==> src/rtl/usr_defines.vh <==
/*
 constants for the universal shift register with synchronous clear:
 register offsets, field positions, reset values, mode codes and bus answers.
 assumes it is included by bare name from the design file.
*/
`ifndef USR_DEFINES_VH
`define USR_DEFINES_VH

////////////////////////////////////////////////////////////////////////////////
// register byte offsets on the bus
`define USR_OFS_CTRL 4'h0
`define USR_OFS_LOAD 4'h4
`define USR_OFS_STAT 4'h8
`define USR_ADDR_W 4

////////////////////////////////////////////////////////////////////////////////
// control register fields
`define USR_CTRL_SWSEL 0
`define USR_CTRL_MODE_LO 1
`define USR_CTRL_MODE_HI 2
`define USR_CTRL_DRIGHT 3
`define USR_CTRL_DLEFT 4
`define USR_CTRL_W 5
`define USR_CTRL_RST 5'h00

////////////////////////////////////////////////////////////////////////////////
// status register fields
`define USR_STAT_MODE_LO 8
`define USR_STAT_MODE_HI 9
`define USR_STAT_DRIVE 10

////////////////////////////////////////////////////////////////////////////////
// mode codes {high select, low select}
`define USR_MODE_HOLD 2'h0
`define USR_MODE_SHR 2'h1
`define USR_MODE_SHL 2'h2
`define USR_MODE_LOAD 2'h3

////////////////////////////////////////////////////////////////////////////////
// reset values and bus answers
`define USR_STATE_RST 8'h00
`define USR_LOAD_RST 8'h00
`define USR_RESP_OKAY 2'h0
`define USR_RESP_SLVERR 2'h2

`endif

==> src/rtl/usr_shift_reg.v <==
/*
 eight-bit universal shift/storage register with synchronous clear,
 shared tri-state parallel pins, serial cascade outputs and an
 axi4-lite register slave for observation and software stepping.
 assumes one clock aclk, all pin inputs synchronous to it, and a
 pad ring that resolves the parallel pins from the enables.
*/
`timescale 1ns/10ps
`default_nettype none
`include "usr_defines.vh"

////////////////////////////////////////////////////////////////////////////////
module usr_shift_reg #(
	parameter WIDTH = 8
) (
	// clock and reset
	input wire aclk,
	input wire aresetn,
	// mode and clear pins
	input wire mode_select_low,
	input wire mode_select_high,
	input wire sync_clear_n,
	// serial cascade pins
	input wire right_shift_serial_in,
	input wire left_shift_serial_in,
	output wire serial_out_bit_zero,
	output wire serial_out_bit_seven,
	// parallel pin three-signal view
	input wire out_enable_first_n,
	input wire out_enable_second_n,
	input wire [WIDTH-1:0] parallel_bus_pins_i,
	output wire [WIDTH-1:0] parallel_bus_pins_o,
	output wire [WIDTH-1:0] parallel_bus_pins_oe,
	// axi4-lite write address
	input wire [`USR_ADDR_W-1:0] s_axi_awaddr,
	input wire s_axi_awvalid,
	output wire s_axi_awready,
	// axi4-lite write data
	input wire [31:0] s_axi_wdata,
	input wire [3:0] s_axi_wstrb,
	input wire s_axi_wvalid,
	output wire s_axi_wready,
	// axi4-lite write response
	output wire [1:0] s_axi_bresp,
	output wire s_axi_bvalid,
	input wire s_axi_bready,
	// axi4-lite read address
	input wire [`USR_ADDR_W-1:0] s_axi_araddr,
	input wire s_axi_arvalid,
	output wire s_axi_arready,
	// axi4-lite read data
	output wire [31:0] s_axi_rdata,
	output wire [1:0] s_axi_rresp,
	output wire s_axi_rvalid,
	input wire s_axi_rready
);

	////////////////////////////////////////////////////////////////////////////
	// next-state function of the storage stage
	function [WIDTH-1:0] usr_next;
		input [WIDTH-1:0] cur;
		input [1:0] mode;
		input clr_n;
		input d_right;
		input d_left;
		input [WIDTH-1:0] pins;
		begin
			// clear outranks every mode
			if (!clr_n) begin
				usr_next = `USR_STATE_RST;
			end else begin
				// mode code is {high select, low select}
				case (mode)
					`USR_MODE_LOAD: usr_next = pins;
					`USR_MODE_SHR: usr_next = {cur[WIDTH-2:0], d_right};
					`USR_MODE_SHL: usr_next = {d_left, cur[WIDTH-1:1]};
					default: usr_next = cur;
				endcase
			end
		end
	endfunction

	////////////////////////////////////////////////////////////////////////////
	// register map decode, shared by the write and read paths
	function usr_mapped;
		input [`USR_ADDR_W-1:0] addr;
		begin
			// only the three word offsets answer okay
			case (addr)
				`USR_OFS_CTRL: usr_mapped = 1'b1;
				`USR_OFS_LOAD: usr_mapped = 1'b1;
				`USR_OFS_STAT: usr_mapped = 1'b1;
				default: usr_mapped = 1'b0;
			endcase
		end
	endfunction

	////////////////////////////////////////////////////////////////////////////
	// storage and pin driver state
	reg [WIDTH-1:0] state_r; // the eight stored bits
	reg [WIDTH-1:0] state_nxt;
	reg [WIDTH-1:0] pin_oe_r; // registered buffer enables
	reg [WIDTH-1:0] pin_oe_nxt;
	reg ser0_r; // cascade copy of bit 0
	reg ser7_r; // cascade copy of bit 7

	// software control and load registers
	reg [`USR_CTRL_W-1:0] ctrl_r;
	reg [WIDTH-1:0] load_r; // load source in software mode

	// effective controls after the software selector
	reg [1:0] mode_eff;
	reg d_right_eff;
	reg d_left_eff;
	reg [WIDTH-1:0] load_src;

	// write channel holding state
	reg awready_r;
	reg wready_r;
	reg bvalid_r;
	reg [1:0] bresp_r;
	reg aw_hold_r; // address taken, waiting for data
	reg w_hold_r; // data taken, waiting for address
	reg [`USR_ADDR_W-1:0] aw_addr_r;
	reg [31:0] w_data_r;
	reg [3:0] w_strb_r;

	// read channel state
	reg arready_r;
	reg rvalid_r;
	reg [1:0] rresp_r;
	reg [31:0] rdata_r;

	// decode helpers
	wire do_write; // both halves present, no answer pending
	wire wr_ctrl;
	wire wr_load;
	wire wr_hit;
	reg [31:0] rd_word;
	reg rd_hit;

	////////////////////////////////////////////////////////////////////////////
	// pick pin controls or software controls
	// the clear pin is never taken over by software
	always @* begin
		if (ctrl_r[`USR_CTRL_SWSEL]) begin
			// software drives mode, serial bits and load data
			mode_eff = {ctrl_r[`USR_CTRL_MODE_HI], ctrl_r[`USR_CTRL_MODE_LO]};
			d_right_eff = ctrl_r[`USR_CTRL_DRIGHT];
			d_left_eff = ctrl_r[`USR_CTRL_DLEFT];
			load_src = load_r;
		end else begin
			// pins drive everything
			mode_eff = {mode_select_high, mode_select_low};
			d_right_eff = right_shift_serial_in;
			d_left_eff = left_shift_serial_in;
			load_src = parallel_bus_pins_i;
		end
	end

	////////////////////////////////////////////////////////////////////////////
	// next state and next buffer enables
	always @* begin
		// inputs are assumed settled at the edge by the far side
		state_nxt = usr_next(state_r, mode_eff, sync_clear_n,
			d_right_eff, d_left_eff, load_src);
		// either enable high or load mode floats the pins
		if (out_enable_first_n || out_enable_second_n) begin
			pin_oe_nxt = {WIDTH{1'b0}};
		end else if (mode_eff == `USR_MODE_LOAD) begin
			pin_oe_nxt = {WIDTH{1'b0}};
		end else begin
			pin_oe_nxt = {WIDTH{1'b1}};
		end
	end

	////////////////////////////////////////////////////////////////////////////
	// storage flip-flops, rising edge only
	always @(posedge aclk) begin
		if (!aresetn) begin
			// reset empties the register and floats the pins
			state_r <= `USR_STATE_RST;
			pin_oe_r <= {WIDTH{1'b0}};
			ser0_r <= 1'b0;
			ser7_r <= 1'b0;
		end else begin
			// enables do not gate the update
			state_r <= state_nxt;
			pin_oe_r <= pin_oe_nxt;
			// cascade copies never float
			ser0_r <= state_nxt[0];
			ser7_r <= state_nxt[WIDTH-1];
		end
	end

	////////////////////////////////////////////////////////////////////////////
	// write decode
	assign do_write = aw_hold_r && w_hold_r && !bvalid_r;
	assign wr_ctrl = (aw_addr_r == `USR_OFS_CTRL);
	assign wr_load = (aw_addr_r == `USR_OFS_LOAD);
	// a status write is answered okay but changes nothing
	assign wr_hit = usr_mapped(aw_addr_r);

	////////////////////////////////////////////////////////////////////////////
	// write channels: address and data taken in either order
	always @(posedge aclk) begin
		if (!aresetn) begin
			// both write channels open after reset
			awready_r <= 1'b1;
			wready_r <= 1'b1;
			aw_hold_r <= 1'b0;
			w_hold_r <= 1'b0;
			aw_addr_r <= {`USR_ADDR_W{1'b0}};
			w_data_r <= 32'h00000000;
			w_strb_r <= 4'h0;
			bvalid_r <= 1'b0;
			bresp_r <= `USR_RESP_OKAY;
		end else begin
			// catch the address
			if (s_axi_awvalid && awready_r) begin
				aw_hold_r <= 1'b1;
				aw_addr_r <= s_axi_awaddr;
				awready_r <= 1'b0;
			end
			// catch the data
			if (s_axi_wvalid && wready_r) begin
				w_hold_r <= 1'b1;
				w_data_r <= s_axi_wdata;
				w_strb_r <= s_axi_wstrb;
				wready_r <= 1'b0;
			end
			// both present: answer, status stays read-only
			if (do_write) begin
				aw_hold_r <= 1'b0;
				w_hold_r <= 1'b0;
				bvalid_r <= 1'b1;
				bresp_r <= wr_hit ? `USR_RESP_OKAY : `USR_RESP_SLVERR;
			end
			// answer taken, reopen both channels
			if (bvalid_r && s_axi_bready) begin
				bvalid_r <= 1'b0;
				awready_r <= 1'b1;
				wready_r <= 1'b1;
			end
		end
	end

	////////////////////////////////////////////////////////////////////////////
	// software registers, low byte lane only
	always @(posedge aclk) begin
		if (!aresetn) begin
			// software select off, pins in control
			ctrl_r <= `USR_CTRL_RST;
			load_r <= `USR_LOAD_RST;
		end else if (do_write && w_strb_r[0]) begin
			// upper byte lanes are ignored, lane zero holds every field
			// control steers mode source
			if (wr_ctrl) begin
				ctrl_r <= w_data_r[`USR_CTRL_W-1:0];
			end
			// load word for software parallel load
			if (wr_load) begin
				load_r <= w_data_r[WIDTH-1:0];
			end
		end
	end

	////////////////////////////////////////////////////////////////////////////
	// read decode
	always @* begin
		rd_word = 32'h00000000;
		// unmapped offsets read as zero with an error answer
		rd_hit = usr_mapped(s_axi_araddr);
		case (s_axi_araddr)
			`USR_OFS_CTRL: rd_word[`USR_CTRL_W-1:0] = ctrl_r;
			`USR_OFS_LOAD: rd_word[WIDTH-1:0] = load_r;
			`USR_OFS_STAT: begin
				// stored bits, mode in force, driver state
				rd_word[WIDTH-1:0] = state_r;
				rd_word[`USR_STAT_MODE_LO] = mode_eff[0];
				rd_word[`USR_STAT_MODE_HI] = mode_eff[1];
				rd_word[`USR_STAT_DRIVE] = pin_oe_r[0];
			end
			default: rd_word = 32'h00000000;
		endcase
	end

	////////////////////////////////////////////////////////////////////////////
	// read channel: one word per request
	always @(posedge aclk) begin
		if (!aresetn) begin
			// ready for an address, no answer pending
			arready_r <= 1'b1;
			rvalid_r <= 1'b0;
			rresp_r <= `USR_RESP_OKAY;
			rdata_r <= 32'h00000000;
		end else if (s_axi_arvalid && arready_r) begin
			// capture the word at address time
			// the word stays frozen until the answer is taken
			arready_r <= 1'b0;
			rvalid_r <= 1'b1;
			rdata_r <= rd_word;
			rresp_r <= rd_hit ? `USR_RESP_OKAY : `USR_RESP_SLVERR;
		end else if (rvalid_r && s_axi_rready) begin
			// answer taken, accept the next address
			rvalid_r <= 1'b0;
			arready_r <= 1'b1;
		end
	end

	////////////////////////////////////////////////////////////////////////////
	// outputs straight from flip-flops
	// cascade taps, driven whatever the enables say
	assign serial_out_bit_zero = ser0_r;
	assign serial_out_bit_seven = ser7_r;
	assign parallel_bus_pins_o = state_r;
	assign parallel_bus_pins_oe = pin_oe_r;
	// bus handshakes and answers
	assign s_axi_awready = awready_r;
	assign s_axi_wready = wready_r;
	assign s_axi_bvalid = bvalid_r;
	assign s_axi_bresp = bresp_r;
	assign s_axi_arready = arready_r;
	assign s_axi_rvalid = rvalid_r;
	assign s_axi_rresp = rresp_r;
	assign s_axi_rdata = rdata_r;

endmodule
`default_nettype wire

==> config.mk <==
export PLATFORM = sky130hd
export DESIGN_NAME = usr_shift_reg
export DESIGN_NICKNAME = d
export VERILOG_FILES = /design/src/rtl/usr_shift_reg.v
export VERILOG_INCLUDE_DIRS = /design/src /design/src/rtl
export SDC_FILE = /design/constraint.sdc
export NUM_CORES = 1
export LEC_CHECK = 0
export BUFFER_PORTS_ARGS = -buffer_cell sky130_fd_sc_hd__buf_4
export CORE_ASPECT_RATIO = 0.9
export CORE_UTILIZATION = 28
export CTS_CLUSTER_DIAMETER = 120
export CTS_CLUSTER_SIZE = 28
export DETAILED_ROUTE_END_ITERATION = 7
export PLACE_DENSITY = 0.61
export SYNTH_ARGS = -nofsm -noshare
export SYNTH_HDL_FRONTEND = slang
export SYNTH_SLANG_ARGS = --single-unit
==> constraint.sdc <==
create_clock -name aclk -period 1.3 [get_ports aclk]
set_input_delay 0.325 -clock aclk [delete_from_list [all_inputs] [get_ports aclk]]
set_output_delay 0.325 -clock aclk [all_outputs]
set_load 0.01 [all_outputs]
Word-level counts from Yosys, hierarchy flattened:

Index checks and enable logic that the tools add are counted.

* register bits: 66
* bits of input ports: 66
* output and inout port bits: 59
* logic and storage cells: 68

* eq/ne operators: 7
* muxes and demuxes: 18
* bitwise operators: 1
* reduce and logical (&&, ||, !) cells: 22

Operator list (number)
* $mux 8: 3
* $pmux 8 s3: 1
* $pmux 5 s3: 1
* $eq 4x3->1 const B: 2
* $eq 4x4->1 const B: 2
* $logic_and 1x1->1: 8
* $logic_not 4->1: 2
* $mux 1: 8
* $mux 2: 3
* $pmux 3 s2: 1
* $reduce_and 2->1: 3
* $reduce_or 2->1: 3
* $reduce_or 3->1: 2
* $eq 2x2->1 const B: 2
* $mux 3: 1
* $reduce_bool 3->1: 1
* $eq 2x1->1 const B: 1
* $reduce_bool 2->1: 1
* $logic_not 1->1: 1
* $logic_or 1x1->1: 1
* $not 1->1: 1

Depth between registers and ports, before layout:

Gate-level depths: netlist of run 1.

* depth in word-level cells: 4
* gate-level depth with buffers: 6
* depth with buffers taken out: 4

Least setup slack after synthesis of run 1:

Ideal clock, no wire load.

* path kind: register to register
* from: register ctrl_r[1]
* to: register state_r[2] (netlist: parallel_bus_pins_o[2])
* setup time: 126 ps
* arrival: 1153 ps
* setup slack: 22 ps
* stages on the path, launching flop included: 7
* path buffers: 2
* path through: dfxtp_1 -> buf_6 -> and2_1 -> buf_6 -> or2_4 -> a21oi_1 -> o22ai_1

* longest elaborated chain between the ends: 3
* elaborated cells between the ends (all ways): 6
* those cells by class: 3 x eq/ne; 2 x mux; 1 x reduce/logical

RTL lines
* from (decl): RTL line usr_shift_reg.v:108 `` reg [`USR_CTRL_W-1:0] ctrl_r; ``
* from (signal assigned): RTL line usr_shift_reg.v:253 `` ctrl_r <= `USR_CTRL_RST; ``
* from (signal assigned): RTL line usr_shift_reg.v:259 `` ctrl_r <= w_data_r[`USR_CTRL_W-1:0]; ``
* $mux 2 (*): RTL line usr_shift_reg.v:146 `` if (ctrl_r[`USR_CTRL_SWSEL]) begin ``
* $eq 2x2->1 / $eq 2x1->1 (equally long branches): RTL line usr_shift_reg.v:73 `case (mode)`
* $pmux 8 s3 / $reduce_bool 3->1 (equally long branches)
* to (signal assigned): RTL line usr_shift_reg.v:182 `` state_r <= `USR_STATE_RST; ``
* to (signal assigned): RTL line usr_shift_reg.v:188 `state_r <= state_nxt;`
* to (decl): RTL line usr_shift_reg.v:100 `reg [WIDTH-1:0] state_r;`

Every way passes the cells marked *; elsewhere a longest branch is shown, timed or not.
A chain may end at the register's enable or synchronous reset.

Final worst setup path of run 1:

* from: register ctrl_r[0]
* to: register state_r[4] (netlist: parallel_bus_pins_o[4])

* longest elaborated chain between the ends: 3
* elaborated cells between the ends (all ways): 7
* those cells by class: 3 x eq/ne; 3 x mux; 1 x reduce/logical

RTL lines (RTL line)
* $mux 2: usr_shift_reg.v:146
* $eq 2x2->1 / $eq 2x1->1 (equally long branches): usr_shift_reg.v:73
* $pmux 8 s3 / $reduce_bool 3->1 (equally long branches)

Several ways; a longest one is shown, not always the timed one.

==> results.txt, run 1 <==
- Arrival time at the worst endpoint: 1.55 ns
- Synthesized netlist cell count: 320
- Maximum clock rate: 775 MHz
- PwrDens: 923 mW/mm^2
- Ratio of cells with drive above 1 in the final layout: a little under two fifths
- Worst Skew: around 0.013 ns
- The via count of the first global-routing pass was 2,161.
* I/O pin total: 125
- In this run the critical register-to-register path is captured at parallel_bus_pins_o[4].
- The count of endpoints failing hold in the final timing report came to 0.
* Critical Path Max Stage Delay: 0.42 ns
- Final global-route overflow total: 0
- Along the worst path, the maximum fanout reaches 8.
* Type of the worst min-delay path: primary input to flip-flop
- Among all cell types in the netlist, the one instantiated most often is dfxtp_1.
- Summing internal, switching and leakage power gives 3.34 mW.
- H-tree depth reported by CTS: 2
* Post-route ant nets: 0
- Share of synthesized registers carrying an async set or reset: 0%
- Final slew viol count: 0
* CP max stage cell: dfxtp_4
* Setup Slack @ Placement: -0.0695 ns
- Dividing the detail-routed via count by the number of cells gives 4.59.
* Diodes inserted: 0
- Summed over all cells, the static leakage comes to 1.51 nW.
* P&R area growth vs syn: 34.1%
- Share of the cycle needed by the critical path after routing: around 99%
* Area enclosed by the die boundary: 0.0100 mm^2
- Unrepaired setup endpoints after global routing: true
- The Yosys step of the flow raised 0 warnings.
- Across all setup checks in the final design, the least slack found is just over 0.01 ns.
- After layout, the minimum clock period comes to 1.29 ns.
* Count of cells along the worst hold path: 2
- For this configuration, the core starts out at a cell density of 29.2%.
- Mapped Avg Cell Area: 8.43 um^2
- Main area contributors after synthesis: dfxtp_1, buf_4, nand2_1, a21oi_1, mux2i_1
- After floorplanning, the core was divided into 33 placement rows.
- dfxtp_1 takes more of the synthesized area than any other cell.
* Quantity of hold-fixing buffers added after cts: 0
- Startpoint of the tightest hold check path: out_enable_second_n
- Beginning of the worst register-to-register path: ctrl_r[0]
- Final total negative setup slack: 0 ns
- After the last flow step, the layout net total stands at 471.
- Data required time of the worst path: approximately 1.6 ns
* Total Routing Usage GR: 13.5%
- Wire length of the first global-routing pass: 10,600 um
- In this run the cell area of the synthesized design comes to 0.00270 mm^2.
- Buffer levels on the longest clock path: 2
- Clock edge transition at the registers on the reported setup and hold paths: 0.11 ns
- Root Buffer Master: clkbuf_8
- The path with the worst hold slack has its endpoint at parallel_bus_pins_oe[6].
- Die X: 105 um
- STA classifies the critical path endpoint as a flip-flop.
- Die span in y: 95.1 um
- Buffers inserted during clock tree synthesis total 5.
* Final routed wire length divided by cell count: 13.0 um
- Counting flops with a built-in enable in the synthesized netlist gives 0.
- TritonCTS built the clock tree.
* Portion of the post-synthesis area used by sequential elements: between 40% and 50%
- For this run, the detailed router's first-pass iteration total came to 4.
- CTS saw 55 sinks.
* Top-area cell type share of the netlist area: about two fifths
- The run finished with clean final reports.
- Detailed routing inserted a total of 2,425 vias.
- By count the netlist is led by dfxtp_1, nand2_1, buf_4.
- Filler instances: 959
* Largest net degree at the start of global routing: 30
- Final hold slack: approximately 0.13 ns
- The number of antenna violations at the first check in global routing came to 0.
- Count of unresolved DRC violations after routing: 0
- Drt first-iter violations: 111
- Post-DP HPWL: 5170 um
* Synth unique cells: 42
- For this block, the routed nets add up to 6860 um of wire.
- Final setup vio count: 0
- For this run, the leading register cell type out of synthesis is dfxtp_1.
- Routability-driven placement finished with a final weighted congestion of slightly above 0.8.
- STA classifies the critical path startpoint as a flip-flop.
* Yosys reg bits: 55
- Count of max-cap constraint violations: 0
- Critical path class: flip-flop to flip-flop
- Largest vdd supply drop: 0.495 mV
- Reg2Reg Setup Slack: 0.01 ns
* Total core area: a little over 0.009 mm^2
- Buffers placed on the I/O ports in this run total 74.
- Length in cells of the worst reg-to-reg path: 4
- At the later pin of the worst-skew pair, clock insertion delay measures 0.33 ns.
- Cell breakdown of the critical path: mux2i_4 -> and2_1 -> a221oi_2 -> o22ai_1
report_power, final:
part,leakage (nW),switching (mW),internal [mW]
sequential,0.452,0.0480,1.74
clock,0.0502,0.641,0.401
combinational,1.01,0.267,0.249
total,1.51,0.956,2.39
placed cells by master, fill, tap and decap left out, types with 5 or more instances in the layout:
cell type	netlist	layout
a21oi_1	31	29
a32o_1	5	5
and2_1	7	5
buf_4	33	105
clkbuf_8	0	5
conb_1	1	23
dfxtp_1	55	46
dfxtp_2	0	7
mux2i_1	11	11
nand2_1	50	50
nand3_1	20	17
nor2_1	13	12
o21ai_0	6	6
o21ai_1	18	18
flip-flops by register name (all words and copies together) (netlist names):
register and count:
w_data_r 8, aw_addr_r 4, aw_hold_r 1, w_strb_r 1, s_axi_bresp 1, s_axi_rresp 1
s_axi_rdata 11, ctrl_r 5, s_axi_arready 1, s_axi_wready 1, parallel_bus_pins_oe 1, s_axi_awready 1
w_hold_r 1, parallel_bus_pins_o 8, load_r 8, s_axi_bvalid 1, s_axi_rvalid 1
logic make-up after synthesis:
kind of cell | Yosys count | synth area share, %
buf+inv | 55 | 13.4
other cells | 1 | 0.139
flops | 55 | 40.8
simple gates | 112 | 20.8
mux | 14 | 5.42
compound gates | 83 | 19.4
cell type report:
type                            instances  area (um^2)  share of cell area (%)
Clock buffer                            5         68.8                    1.90
Sequential cell                        55         1120                    30.9
Clock inverter                          3         28.8                   0.795
Timing Repair Buffer                  106          800                    22.1
Tap cell                              122          153                    4.22
Multi-Input combinational cell        233         1440                    39.7
Inverter                                4         15.0                   0.415
how the worst max path moves through the flow:
stage	slack, ns	cells past startpoint	end	start
6_report	0.01	4	parallel_bus_pins_o[4]	ctrl_r[0]
5_1_grt	-0.06	4	parallel_bus_pins_o[3]	ctrl_r[0]
4_1_cts	-0.02	4	ctrl_r[4]	s_axi_bvalid
3_5_place_dp	-0.07	5	parallel_bus_pins_o[3]	ctrl_r[0]
3_3_place_gp	-0.08	5	s_axi_rdata[4]	s_axi_arvalid
2_1_floorplan	0.02	6	parallel_bus_pins_o[2]	ctrl_r[1]
routing by layer:
metal	routed length, um	part of all wire [%]	track usage, %	up-vias
li1	-	-	-	1242
met1	3280	48	18.3	1114
met2	3180	46	21.6	61
met3	324	4.7	2.87	8
met4	80	1.2	4.23	0
met5	0	0	0	-
what timing repair did:
| item | in CTS | in global routing |
|---|---|---|
| gates cloned | 0 | 1 |
| buffers inserted | 0 | 1 |
| pin swaps | 0 | 5 |
| gates resized for setup | 10 | 25 |
| setup endpoints to repair | 31 | 33 |
worst max-delay path, delay by kind of cell, from the launching register on:
kind / cells / cell delay [ns]
flip-flops: 1 / 0.42
multiplexers: 1 / 0.37
AND/OR/NAND/NOR: 1 / 0.23
AO/OA/AOI/OAI: 2 / 0.20
stage by stage:
| step | area (um^2) | util, % | cells |
|---|---|---|---|
| after floorplan | 2780 | - | 342 |
| after global placement | 3380 | 36.6 | 519 |
| after detailed placement | 3380 | 36.6 | 519 |
| after CTS | 3510 | 38.0 | 527 |
| after global routing | 3620 | 39.1 | 528 |
| final | 3620 | 39.1 | 528 |
Power figures use the tool's default switching activity.
==> inputs of run 2 (changes only) <==
--- a/config.mk
+++ b/config.mk
@@ -8,11 +8,11 @@
 export LEC_CHECK = 0
 export BUFFER_PORTS_ARGS = -buffer_cell sky130_fd_sc_hd__buf_4
 export CORE_ASPECT_RATIO = 0.9
-export CORE_UTILIZATION = 28
+export CORE_UTILIZATION = 30
 export CTS_CLUSTER_DIAMETER = 120
 export CTS_CLUSTER_SIZE = 28
 export DETAILED_ROUTE_END_ITERATION = 7
-export PLACE_DENSITY = 0.61
+export PLACE_DENSITY = 0.65
 export SYNTH_ARGS = -nofsm -noshare
 export SYNTH_HDL_FRONTEND = slang
 export SYNTH_SLANG_ARGS = --single-unit
==> results.txt, run 2 (same netlist as run 1, synthesis figures left out) <==
- The maximum operating frequency is 775 MHz (about the same).
- The data required time at the worst endpoint was 1.48 ns (-0.08 ns).
* Final routed wire length divided by cell count: 12.9 um (-0.57%)
- The leakage power figure is 1.52 nW (+0.38%).
- The final setup violation count came to 0 (unchanged).
* Total power of the final layout: 3.28 mW (-1.7%)
* Arrival time at the worst endpoint: 1.47 ns (-0.08 ns)
- The vertical die dimension came to 92.0 um (-3.3%).
- The part of the power in combinational logic was 15.6% (+0.2 points).
* Final global-route overflow total: 0 (unchanged)
* Clock Latency Late Sink: 0.30 ns (-0.03 ns)
- Type of the worst min-delay path: primary input to flip-flop
- Starting density of the core: 31.2% (+2.0 points)
- The number of nets in the layout is 473 (+0.42%).
* Cell internal power dissipation: 2.42 mW (+1.4%)
- Unrepaired setup endpoints after global routing: true
* Run status: completed
- The full die area is 0.00938 mm^2 (-6.5%).
* PwrDens: 911 mW/mm^2 (-1.3%)
- Sequential group share of total power: 54.3% (+0.9 points)
- The count of hold-fix buffers inserted at cts came to 0 (unchanged).
- Count of unresolved DRC violations after routing: 0 (unchanged)
- The routed via count is 2,464 (+1.6%).
* Setup Slack @ Placement: -0.194 ns (-0.124 ns)
- The final max-slew violation count was 0 (unchanged).
* Flip-flop count of the largest register, all copies and words added: 11 (unchanged)
- P&R area growth vs syn: 33.6%
- Buffer levels on the longest clock path: 2 (unchanged)
- The via count of the first global-routing pass was 2,183 (+1.0%).
* Worst setup slack after layout: 0.00891 ns (-0.00128 ns)
- Worst setup EP type: flip-flop
- Post-DP HPWL: 5200 um (+0.50%)
- The share of post-route cells with drive strength above 1 was 36.0% (-1.4 points).
- Startpoint Class: flip-flop
- Commonest non-fill, non-tap cells in the layout: buf_4, nand2_1, dfxtp_1
- The number of antenna violations at the first check in global routing came to 0 (unchanged).
* Total Routing Usage GR: 14.1% (+0.53 points)
- Critical path class: flip-flop to flip-flop
- The post-route clock skew came to 0.00940 ns (-0.00359 ns).
- Share of the cycle needed by the critical path after routing: 99.3% (about the same)
- The max-capacitance violation count is 0 (unchanged).
- Clock tree synthesis selected as its root buffer the cell clkbuf_8.
- Share of total power consumed by net switching: 26.3% (-2.3 points)
- TritonCTS Sinks: 55 (unchanged)
- Diodes inserted: 0 (unchanged)
- The placeable core region came to 0.00865 mm^2 (-6.5%).
- The number of design-rule violations left by the first detailed-router iteration is 85 (-23%).
- The clock share of power is 30.1% (-1.1 points).
- The clock-pin transition on the worst setup and hold timing paths was 0.10 ns (about the same).
- The routability-driven placement congestion ratio was 0.810 (-2.2%).
- The vias per cell is 4.68 (+1.8%).
- The final wirelength was 6810 um (-0.76%).
- TritonCTS built the clock tree.
- Leading cell type in the layout, fill and taps excluded: buf_4
* Switching power: 864 uW (-9.6%)
- The clock period minus final worst setup slack was 1.29 ns (+0.00128 ns).
- Number of I/O port buffers: 74 (unchanged)
* I/O pin total: 125 (unchanged)
* Wire length of the first global-routing pass: 10,500 um (-0.65%)
- Post-route ant nets: 0 (unchanged)
- Cell Rows: 32 (-3.0%)
* Largest vdd supply drop: 0.581 mV (+17%)
- Largest net degree at the start of global routing: 26 (-13%)
* Pre-antenna DRT Iters: 4 (unchanged)
- Number of buffers created by CTS: 5 (unchanged)
- The largest fanout on the critical path is 7 (-1).
- The horizontal die dimension is 102 um (-3.3%).
- H-tree depth reported by CTS: 2 (unchanged)
* Hold Fails Final Rpt: 0 (unchanged)
[run 2: cell count changes in the layout (fill, tap and decap cells not counted), sizes merged]
cell	previous run	this run
clkbuf	5	7
buf	106	107
clkinv	2	1
inv	5	4
nand4	1	2
[run 2: what timing repair did]
action                     4_1_cts  5_1_grt
gates resized for setup         10       19
gates cloned                     0        2
pin swaps                        0        4
setup endpoints to repair       30       31
setup buffers                    1        1
[run 2: critical path: stages (launching register included)]
cell,delay (ns)
dfxtp_4,0.43
mux2i_4,0.31
nor2b_1,0.07
a211oi_1,0.28
a2111oi_2,0.09
[run 2: path summary, 6_finish.rpt]
kind	from	end	slack [ns]	depth (start not counted)
setup reg to reg	ctrl_r[0]	parallel_bus_pins_o[7]	0.009	4
setup / recovery	ctrl_r[0]	parallel_bus_pins_o[7]	0.009	4
hold reg to reg	w_data_r[5]	load_r[5]	0.46	2
hold / removal	out_enable_first_n	parallel_bus_pins_oe[6]	0.16	2
[run 2: through the flow]
stage	hold WS (ns)	cells	cell area (um^2)	setup TNS, ns	utilization (%)
detailed placement	0.442	515	3370	-2.01	39.0
finish	0.165	527	3600	0	41.7
CTS	0.152	524	3500	-0.00283	40.5
global placement	0.439	515	3370	-1.21	39.0
global route	0.154	527	3600	-0.0760	41.7
floorplan	0.402	342	2780	0	-
[run 2: layout make-up]
type,instances,area [um^2]
Clock buffer,7,86.3
Inverter,4,15.0
Multi-Input combinational cell,234,1430
Timing Repair Buffer,107,803
Tap cell,119,149
Sequential cell,55,1110
Clock inverter,1,8.76
Fill cell,888,5040
[run 2: power by group through the flow]
stage | sequential, mW | combinational, mW | clock (mW)
final | 1.78 | 0.512 | 0.990
after global routing | 1.79 | 0.561 | 1.09
after CTS | 1.78 | 0.491 | 1.02
after detailed placement | 1.82 | 0.485 | 0
after global placement | 1.82 | 0.477 | 0
after floorplan | 1.82 | 0.299 | 0
[run 2: per-layer routing]
metal / track usage, % / vias to the layer above / share of wire, %
met1: 19.1 / 1137 / 47
met4: 2.26 / 0 / 0.65
met5: 0 / - / 0
li1: - / 1248 / -
met3: 2.82 / 4 / 4.7
met2: 23.2 / 75 / 48
